## config.mk

```make
export PLATFORM = sky130hd
export DESIGN_NAME = fdc_xfer_engine
export DESIGN_NICKNAME = d
export VERILOG_FILES = /design/src/verilog/fdc_xfer_pkg.sv /design/src/verilog/fdc_xfer_engine.sv
export VERILOG_INCLUDE_DIRS = /design/src /design/src/verilog
export SDC_FILE = /design/constraint.sdc
export NUM_CORES = 1
export LEC_CHECK = 0
export ABC_CLOCK_PERIOD_IN_PS = 4700
export BUFFER_PORTS_ARGS = -buffer_cell sky130_fd_sc_hd__buf_2
export CORE_MARGIN = 2
export CORE_UTILIZATION = 44
export DETAILED_ROUTE_END_ITERATION = 10
export GPL_TIMING_DRIVEN = 1
export PLACE_DENSITY_LB_ADDON = 0.25
export RECOVER_POWER = 50
export SLEW_MARGIN = 20
export SYNTH_ARGS = -nofsm -noshare
export SYNTH_HDL_FRONTEND = slang
export SYNTH_SLANG_ARGS = --single-unit
```

## constraint.sdc

```tcl
create_clock -name clk_sys -period 4.7 [get_ports clk_sys]
set_input_delay 0.235 -clock clk_sys [delete_from_list [all_inputs] [get_ports clk_sys]]
set_output_delay 0.235 -clock clk_sys [all_outputs]
set_load 0.05 [all_outputs]
```

## src/verilog/fdc_xfer_params.svh

```systemverilog
/*
 floppy data-command engine constants: register offsets, field positions,
 a completion code, the first sector number and timing counts. assumes a 10 MHz clk_sys and an APB master.
*/
`ifndef FDC_XFER_PARAMS_SVH
`define FDC_XFER_PARAMS_SVH
`define REG_CMD 8'h00
`define REG_IDW 8'h04
`define REG_PARAM 8'h08
`define REG_SPT 8'h0c
`define REG_STATUS 8'h10
`define REG_RESULT 8'h14
`define REG_WDATA 8'h18
`define REG_RDATA 8'h1c
`define CMD_GO_BIT 7
`define CMD_MT_BIT 6
`define CMD_OMIT_BIT 5
`define CMD_EC_BIT 4
`define ST0_IC_ABN 2'b01
`define SEC_FIRST 8'h01
`define HEAD_LOAD_US 16
`define HEAD_LOAD_CYC ((`HEAD_LOAD_US * 10 + 0) < 1 ? 1 : (`HEAD_LOAD_US * 10))
`endif

```

## src/verilog/fdc_xfer_pkg.sv

```systemverilog
/*
 floppy data-command engine types. assumes fdc_xfer_params.svh for numbers.
*/
package fdc_xfer_pkg;
   typedef enum logic [2:0] {
      op_read_del = 3'b000,
      op_read_trk = 3'b001,
      op_write = 3'b010,
      op_write_del = 3'b011,
      op_verify = 3'b100,
      op_format = 3'b101
   } op_e;
   typedef enum logic [3:0] {
      st_idle = 4'b0000,
      st_load = 4'b0001,
      st_wait_idx = 4'b0010,
      st_find_id = 4'b0011,
      st_data = 4'b0100,
      st_wr_data = 4'b0101,
      st_fmt = 4'b0110,
      st_result = 4'b0111
   } state_e;
   typedef struct packed {
      logic [7:0] cyl;
      logic [7:0] head;
      logic [7:0] sec;
      logic [7:0] size;
   } chrn_s;
   // events reported by the drive-side data separator
   typedef struct packed {
      logic index;
      logic id_found;
      logic id_crc_err;
      logic dam_found;
      logic dam_deleted;
      logic data_byte;
      logic data_end;
      logic data_crc_err;
   } media_s;
   typedef struct packed {
      logic [1:0] completion_code;
      logic absent_id_flag;
      logic no_data_flag;
      logic data_crc_error;
      logic control_mark_flag;
      logic invalid;
   } status_s;
endpackage

```

## src/verilog/fdc_xfer_engine.sv

```systemverilog
/*
 data-transfer command engine of a floppy controller, with an apb register
 slave. assumes a separator that flags ids, marks and bytes in clk_sys, and
 a drive that accepts write bytes one per wr_byte_ready pulse.
*/
// Chosen here: the APB register port and the register addresses.
`timescale 1ns/1ns
`include "fdc_xfer_params.svh"
module fdc_xfer_engine
   import fdc_xfer_pkg::*;
(
   input wire logic clk_sys, // 10 mhz clock
   input wire logic resetn, // sync reset, active low
   input wire logic psel, // apb select
   input wire logic penable, // apb enable
   input wire logic pwrite, // apb direction
   input wire logic [7:0] paddr, // apb byte address
   input wire logic [31:0] pwdata, // apb write data
   output logic [31:0] prdata, // apb read data
   output logic pready, // apb ready
   output logic pslverr, // apb error, unmapped
   input wire logic index_input_pin, // index pulse pin, async
   input wire logic terminal_count, // host terminal count, async pin
   input wire media_s media, // separator events, same clock
   input wire chrn_s media_id, // id field just read
   input wire logic [7:0] media_byte, // data byte read
   input wire logic wr_byte_ready, // drive takes one write byte
   output logic write_gate, // drive write enable
   output logic [7:0] wr_byte, // byte to drive
   output logic wr_mark, // current byte is a mark
   output logic wr_mark_deleted, // mark kind is deleted
   output logic head_load // head load request
);
   typedef struct packed {
      state_e state;
      op_e op;
      logic mt;
      logic omit;
      logic ec;
      chrn_s id;
      logic [7:0] last_track_record;
      logic [7:0] count;
      logic [7:0] fill;
      logic [7:0] spt;
      logic [15:0] timer;
      logic [13:0] bytes;
      logic [1:0] idx_seen;
      logic loaded;
      logic stop;
      logic last;
      logic skip;
      status_s st;
      logic [7:0] wbuf;
      logic wfull;
      logic [7:0] rbuf;
      logic rfull;
      logic wr_gate;
      logic [7:0] wr_out;
      logic mk;
      logic mk_del;
      logic [31:0] rdata;
      logic [1:0] idx_sy;
      logic [1:0] tc_sy;
      logic idx_prev;
      logic ph;
   } regs_s;
   regs_s r;
   regs_s next_r;
   logic idx_edge;
   logic tc_lvl;
   logic acc;
   logic xfer;
   logic [13:0] sec_len;
   chrn_s adv;
   assign idx_edge = r.idx_sy[1] & ~r.idx_prev;
   assign tc_lvl = r.tc_sy[1];
   assign acc = psel & penable;
   // one wait state: read data is registered in the first access cycle
   assign xfer = acc & r.ph;
   assign sec_len = 14'h0080 << r.id.size[2:0];
   // result id update for a completed sector
   always_comb begin
      adv = r.id;
      if (r.id.sec != r.last_track_record) begin
         adv.sec = r.id.sec + 8'h01;
      end else begin
         adv.sec = `SEC_FIRST;
         if (r.mt) begin
            adv.head = {r.id.head[7:1], ~r.id.head[0]};
            if (r.id.head[0]) begin
               adv.cyl = r.id.cyl + 8'h01;
            end
         end else begin
            adv.cyl = r.id.cyl + 8'h01;
         end
      end
   end
   always_comb begin
      next_r = r;
      next_r.idx_sy = {r.idx_sy[0], index_input_pin};
      next_r.tc_sy = {r.tc_sy[0], terminal_count};
      next_r.idx_prev = r.idx_sy[1];
      next_r.ph = acc & ~r.ph;
      if (tc_lvl && r.state != st_idle) begin
         next_r.stop = 1'b1;
      end
      // apb register access
      next_r.rdata = 32'h0;
      if (xfer && pwrite) begin
         if (paddr == `REG_CMD && r.state == st_idle && pwdata[`CMD_GO_BIT]) begin
            next_r.op = op_e'(pwdata[2:0]);
            next_r.mt = pwdata[`CMD_MT_BIT];
            next_r.omit = pwdata[`CMD_OMIT_BIT];
            next_r.ec = pwdata[`CMD_EC_BIT];
            next_r.st = '0;
            next_r.stop = 1'b0;
            next_r.last = 1'b0;
            next_r.skip = 1'b0;
            next_r.idx_seen = 2'b00;
            next_r.bytes = 14'h0;
            next_r.timer = 16'h0;
            next_r.state = r.loaded ? st_wait_idx : st_load;
         end else if (paddr == `REG_IDW) begin
            next_r.id = pwdata;
         end else if (paddr == `REG_PARAM) begin
            next_r.last_track_record = pwdata[7:0];
            next_r.count = pwdata[15:8];
            next_r.fill = pwdata[23:16];
         end else if (paddr == `REG_SPT) begin
            next_r.spt = pwdata[7:0];
         end else if (paddr == `REG_WDATA && !r.wfull) begin
            next_r.wbuf = pwdata[7:0];
            next_r.wfull = 1'b1;
         end
      end else if (acc && !pwrite) begin
         if (paddr == `REG_STATUS) begin
            next_r.rdata = {16'h0, 4'h0, r.wfull, r.rfull, r.state == st_result,
               r.state != st_idle, 1'b0, r.st};
         end else if (paddr == `REG_RESULT) begin
            next_r.rdata = r.id;
         end else if (paddr == `REG_RDATA) begin
            next_r.rdata = {23'h0, r.rfull, r.rbuf};
            next_r.rfull = r.rfull & ~xfer;
         end else if (paddr == `REG_CMD) begin
            next_r.rdata = {24'h0, 1'b0, r.mt, r.omit, r.ec, 1'b0, r.op};
         end else if (paddr == `REG_PARAM) begin
            next_r.rdata = {8'h0, r.fill, r.count, r.last_track_record};
         end else if (paddr == `REG_SPT) begin
            next_r.rdata = {24'h0, r.spt};
         end
      end
      if (idx_edge && r.idx_seen != 2'b11) begin
         next_r.idx_seen = r.idx_seen + 2'b01;
      end
      case (r.state)
         st_idle: begin
            next_r.wr_gate = 1'b0;
         end
         st_load: begin
            next_r.timer = r.timer + 16'h1;
            if (r.timer == 16'(`HEAD_LOAD_CYC)) begin
               next_r.loaded = 1'b1;
               next_r.state = st_wait_idx;
            end
         end
         st_wait_idx: begin
            next_r.idx_seen = 2'b00;
            if (r.op == op_verify && r.last_track_record > r.spt) begin
               next_r.st.invalid = 1'b1;
               next_r.st.completion_code = `ST0_IC_ABN;
               next_r.state = st_result;
            end else if (r.op == op_read_trk || r.op == op_format) begin
               if (idx_edge) begin
                  next_r.state = r.op == op_format ? st_fmt : st_find_id;
                  next_r.wr_gate = r.op == op_format;
               end
            end else begin
               next_r.state = st_find_id;
            end
         end
         st_find_id: begin
            if (r.idx_seen == 2'b10 && r.op != op_read_trk && r.op != op_format) begin
               next_r.st.completion_code = `ST0_IC_ABN;
               next_r.st.no_data_flag = 1'b1;
               next_r.state = st_result;
            end else if (r.idx_seen == 2'b10 && r.op == op_read_trk) begin
               next_r.state = st_result;
               if (r.bytes == 14'h0) begin
                  next_r.st.completion_code = `ST0_IC_ABN;
                  next_r.st.absent_id_flag = 1'b1;
               end
            end else if (media.id_found) begin
               next_r.idx_seen = r.op == op_read_trk ? r.idx_seen : 2'b00;
               if (media.id_crc_err) begin
                  if (r.op == op_read_trk) begin
                     next_r.st.data_crc_error = 1'b1;
                  end else begin
                     next_r.st.completion_code = `ST0_IC_ABN;
                     next_r.st.data_crc_error = 1'b1;
                     next_r.state = st_result;
                  end
               end else if (r.op == op_read_trk) begin
                  if (media_id != r.id) begin
                     next_r.st.no_data_flag = 1'b1;
                  end
                  next_r.bytes = 14'h1;
                  next_r.state = st_data;
               end else if (media_id == r.id) begin
                  next_r.bytes = 14'h0;
                  if (r.op == op_write || r.op == op_write_del) begin
                     next_r.wr_gate = 1'b1;
                     next_r.mk = 1'b1;
                     next_r.mk_del = r.op == op_write_del;
                     next_r.state = st_wr_data;
                  end else begin
                     next_r.state = st_data;
                  end
               end
            end
         end
         st_data: begin
            if (media.dam_found) begin
               next_r.skip = 1'b0;
               if (r.op == op_read_del && !media.dam_deleted) begin
                  next_r.st.control_mark_flag = 1'b1;
                  next_r.skip = r.omit;
                  next_r.last = ~r.omit;
               end
            end
            // verify moves nothing to the host
            if (media.data_byte && !r.skip && r.op != op_verify && !r.stop) begin
               if (r.rfull) begin
                  next_r.stop = 1'b1; // overrun acts as terminal count
               end else begin
                  next_r.rbuf = media_byte;
                  next_r.rfull = 1'b1;
               end
            end
            if (media.data_end) begin
               if (media.data_crc_err && !r.skip) begin
                  next_r.st.data_crc_error = 1'b1;
                  if (r.op != op_read_trk) begin
                     next_r.st.completion_code = `ST0_IC_ABN;
                     next_r.state = st_result;
                  end
               end
               if (r.op == op_read_trk) begin
                  if (!(media.data_crc_err && 1'b0)) begin
                     next_r.state = st_find_id;
                  end
               end else if (!(media.data_crc_err && !r.skip)) begin
                  if (r.last) begin
                     next_r.state = st_result;
                  end else begin
                     next_r.id = adv;
                     next_r.count = r.count - 8'h01;
                     if (r.op == op_verify && r.ec && r.count == 8'h01) begin
                        next_r.state = st_result;
                     end else if (r.stop || (r.id.sec == r.last_track_record &&
                                  !(r.mt && !r.id.head[0]))) begin
                        next_r.state = st_result;
                     end else begin
                        next_r.state = st_find_id;
                     end
                  end
               end
            end
         end
         st_wr_data: begin
            if (wr_byte_ready) begin
               next_r.mk = 1'b0;
               if (!r.mk) begin
                  next_r.bytes = r.bytes + 14'h1;
                  if (r.wfull && !r.stop) begin
                     next_r.wr_out = r.wbuf;
                     next_r.wfull = 1'b0;
                  end else begin
                     next_r.wr_out = 8'h00;
                     next_r.stop = 1'b1;
                  end
                  if (r.bytes == sec_len - 14'h1) begin
                     next_r.wr_gate = 1'b0; // drive appends crc
                     next_r.id = adv;
                     next_r.state = (r.stop || r.id.sec == r.last_track_record) ? st_result : st_find_id;
                  end
               end
            end
         end
         st_fmt: begin
            if (idx_edge) begin
               next_r.wr_gate = 1'b0;
               next_r.state = st_result;
            end else if (wr_byte_ready) begin
               next_r.wr_gate = 1'b1;
               next_r.bytes = r.bytes + 14'h1;
               next_r.mk = r.bytes == 14'h0;
               next_r.mk_del = 1'b0;
               if (r.bytes < 14'h4) begin
                  next_r.wr_out = r.id[31 - 8 * r.bytes[1:0] -: 8];
               end else begin
                  next_r.wr_out = r.fill;
               end
               if (r.bytes == sec_len + 14'h3) begin
                  next_r.bytes = 14'h0;
               end
            end
         end
         st_result: begin
            next_r.wr_gate = 1'b0;
            if (xfer && !pwrite && paddr == `REG_RESULT) begin
               next_r.state = st_idle;
            end
         end
         default: next_r.state = st_idle;
      endcase
      if (!resetn) begin
         next_r = '0;
         next_r.state = st_idle;
      end
   end
   always_ff @(posedge clk_sys) begin
      r <= next_r;
   end
   assign prdata = r.rdata;
   assign pready = xfer;
   assign pslverr = xfer && !(paddr == `REG_CMD || paddr == `REG_IDW ||
      paddr == `REG_PARAM || paddr == `REG_SPT || paddr == `REG_STATUS ||
      paddr == `REG_RESULT || paddr == `REG_WDATA || paddr == `REG_RDATA);
   assign write_gate = r.wr_gate;
   assign wr_byte = r.wr_out;
   assign wr_mark = r.mk;
   assign wr_mark_deleted = r.mk_del;
   assign head_load = r.loaded | (r.state == st_load);
endmodule

```

==> results.json <==
{
  "status": "finished with violations",
  "violations": "max-capacitance violations, max-slew violations",
  "cts_num_sinks": 184,
  "r2r_end": "r[155]$_SDFF_PN0_",
  "core_area_mm2": 0.0227,
  "hp-start": "media_byte[5]",
  "syn_area_mm2": 0.0102,
  "synthCells": 1286,
  "grt_pass1_vias": 9053,
  "gp_congestion": 0.888,
  "final_cells": 1639,
  "layout_commonest_cell": "dfxtp_1",
  "ioPinCount": 142,
  "grt_pass1_wl_um": 50300,
  "routed_wl_um": 32600,
  "first_iter_violations": 1154,
  "h-tree-depth": 4,
  "period_share": 0.768,
  "post_cts_resized": 0,
  "track_usage": 0.265,
  "timing.setup.tns_ns": 0,
  "holdPathEnd": "r[55]$_SDFFE_PN0P_",
  "synth_edf_count": 0,
  "arrival_ns": 3.96,
  "drive_gt1_frac": 0.123,
  "die-area_mm2": 0.0244,
  "antenna_left": 0,
  "final_cell_mix": "184 x dfxtp_1, 169 x nand2_1, 132 x nor2_1, 95 x buf_2, 89 x a21oi_1",
  "ys_types": 78,
  "hp-class": "in -> reg",
  "wl_per_cell_um": 19.9,
  "drv_cap": 1,
  "place_area_mm2": 0.0108,
  "dp_cells": 1607,
  "r2r_cells": 7,
  "synth-seq-cells": 184,
  "whs_ns": 0.0289,
  "rsz0062_at_grt": "false",
  "synth_nets": 1401,
  "finalInstanceArea_mm2": 0.0113,
  "critPathCaptureType": "flop",
  "numCtsBuffers": 17,
  "cts_root_buffer": "clkbuf_16",
  "chipWidth_um": 156,
  "max_freq_mhz": 277,
  "dp_hpwl_um": 23700,
  "layout.filler_cells": 2255,
  "dieHeight_um": 156,
  "worstPathMaxFanout": 22,
  "worstPathRequired_ns": 5.04,
  "whs_path_depth": 3,
  "drc": 0,
  "max_slew_margin": -0.00355,
  "firstDrtPassIters": 8,
  "reg2reg_from": "r[180]$_SDFF_PN0_",
  "powerDensity_mw_per_mm2": 279,
  "clock_skew_ns": 0.00802,
  "cts.clk_slew.worst_paths_ns": 0.07,
  "grt_max_degree": 60,
  "cts_tree": "done",
  "post_cts_buffers": 0,
  "syn_avg_cell_area_um2": 7.94,
  "synth_top_area_cell": "dfxtp_1",
  "cts_buffer_depth": 2,
  "rows": 55,
  "netlist_top_cells_area": "dfxtp_1 36%, nand2_1 6.2%, nor2_1 4.9%",
  "finalSetupViolCount": 0,
  "path_class": "reg -> reg",
  "clk_latency_ns": 0.44,
  "cts_hold_buf": 2,
  "drv_slew": 1,
  "synth.top_cell.area_share": 0.361,
  "min_period_ns": 3.61,
  "vias_per_cell": 6.04,
  "grt-ovfl-total": 0,
  "ys.flop_type": "dfxtp_1",
  "ff2ff_setup_slack_ns": 1.09,
  "synthArstFlopShare": 0,
  "worstSetupStartpointType": "flop",
  "irDropWorstVdd_v": 0.000231,
  "grt_antenna_before_repair": 1,
  "yosys_warnings": 0,
  "p_leak_nw": 4.07,
  "start_util": 0.449,
  "buffer_ports.inserted": 140,
  "antenna_cells": 0,
  "synthToLayoutAreaGrowth_pct": 10.6,
  "ys_seq_area_frac": 0.361,
  "finalNetCount": 1458,
  "hold_violations": 0,
  "worst_pin_slew_ns": 1.49,
  "vias": 9895
}
-- synth_stat cells, types with 4 or more instances --
cell,number
o21a_1,6
and3_1,21
mux2i_1,45
or2_2,8
a31oi_1,23
inv_1,41
o211ai_1,6
nand3_1,48
or4_1,6
mux2_2,7
o22ai_1,5
nor2_1,132
a222oi_1,5
nor4_1,28
and2_1,19
a211o_1,4
buf_4,40
ha_1,19
mux4_2,8
a32oi_1,5
dfxtp_1,184
a21oi_1,90
nor3_1,21
xnor2_1,6
a22oi_1,22
nand2_1,169
nand3b_1,12
buf_2,5
xor2_1,44
nor3b_1,6
nand4_1,24
o21ai_0,56
o31ai_1,4
o311ai_0,8
clkbuf_1,66
a221oi_1,5
buf_1,6
nand4b_1,5
nor2b_1,8
a211oi_1,4
nand2b_1,8
or3_1,9
-- report_power, final --
group          internal [mW]  total [mW]  switching, mW
combinational         0.0514       0.147         0.0956
sequential              1.56        1.57        0.00429
clock                  0.763        1.43          0.670
total                   2.38        3.15          0.770
-- through the flow --
stage	worst slack, ns	power (mW)	util
global route	0.904	3.24	0.497
finish	1.09	3.15	0.497
detailed placement	1.16	1.75	0.474
global placement	1.21	1.75	0.474
CTS	1.15	3.15	0.500
floorplan	2.24	1.66	-
-- per-layer routing --
metal	up-vias	global-route usage	part of all wire
li1	4670	-	-
met2	503	0.405	0.43
met5	-	0	0.00040
met3	63	0.0629	0.094
met1	4657	0.370	0.45
met4	2	0.0826	0.027
-- critical path, stage by stage, from the launching register on --
cell      delay (ns)
dfxtp_1         0.64
nand2b_1        0.30
or4_1           0.63
a2111o_1        0.42
o21ai_2         0.67
nand2_1         0.27
or3_1           0.42
a31oi_1         0.15
-- kinds of logic (layout without fill, tap and decap cells) --
family	after synthesis	after routing	synth area share
compound gates	278	278	0.175
xor+xnor	50	50	0.0429
fa+ha+maj	19	19	0.0233
buf+inv	158	226	0.0734
flops	184	184	0.361
mux	60	60	0.0695
other cells	1	1	0.000367
simple gates	536	536	0.255
-- registers in the layout, indices dropped and copies added, names as in the netlist --
signal / cells
adv: 8
wr_mark: 1
r: 133
prdata: 32
write_gate: 1
wr_mark_deleted: 1
wr_byte: 8
-- layout make-up --
class,count,area [um2],area share
multi-input cells,944,5780,0.512
repair buffers,155,747,0.0662
clock buffers,19,453,0.0401
flip-flops and latches,184,3680,0.326
inverters,41,155,0.0137
well taps,285,357,0.0316
clock inverters,11,115,0.0102
-- worst max-delay path by stage --
| stage | to | slack [ns] | startpoint | cells past startpoint |
|---|---|---|---|---|
| final | r[155]$_SDFF_PN0_ | 1.09 | r[180]$_SDFF_PN0_ | 7 |
| after global routing | r[172]$_SDFF_PN0_ | 0.90 | r[180]$_SDFF_PN0_ | 7 |
| after detailed placement | r[172]$_SDFF_PN0_ | 1.16 | r[180]$_SDFF_PN0_ | 7 |
| after CTS | r[172]$_SDFF_PN0_ | 1.15 | r[180]$_SDFF_PN0_ | 7 |
| after floorplan | r[152]$_SDFF_PN0_ | 2.24 | r[181]$_SDFF_PN0_ | 8 |
| after global placement | r[154]$_SDFF_PN0_ | 1.21 | r[180]$_SDFF_PN0_ | 7 |
(Power assumes the default switching activity.)
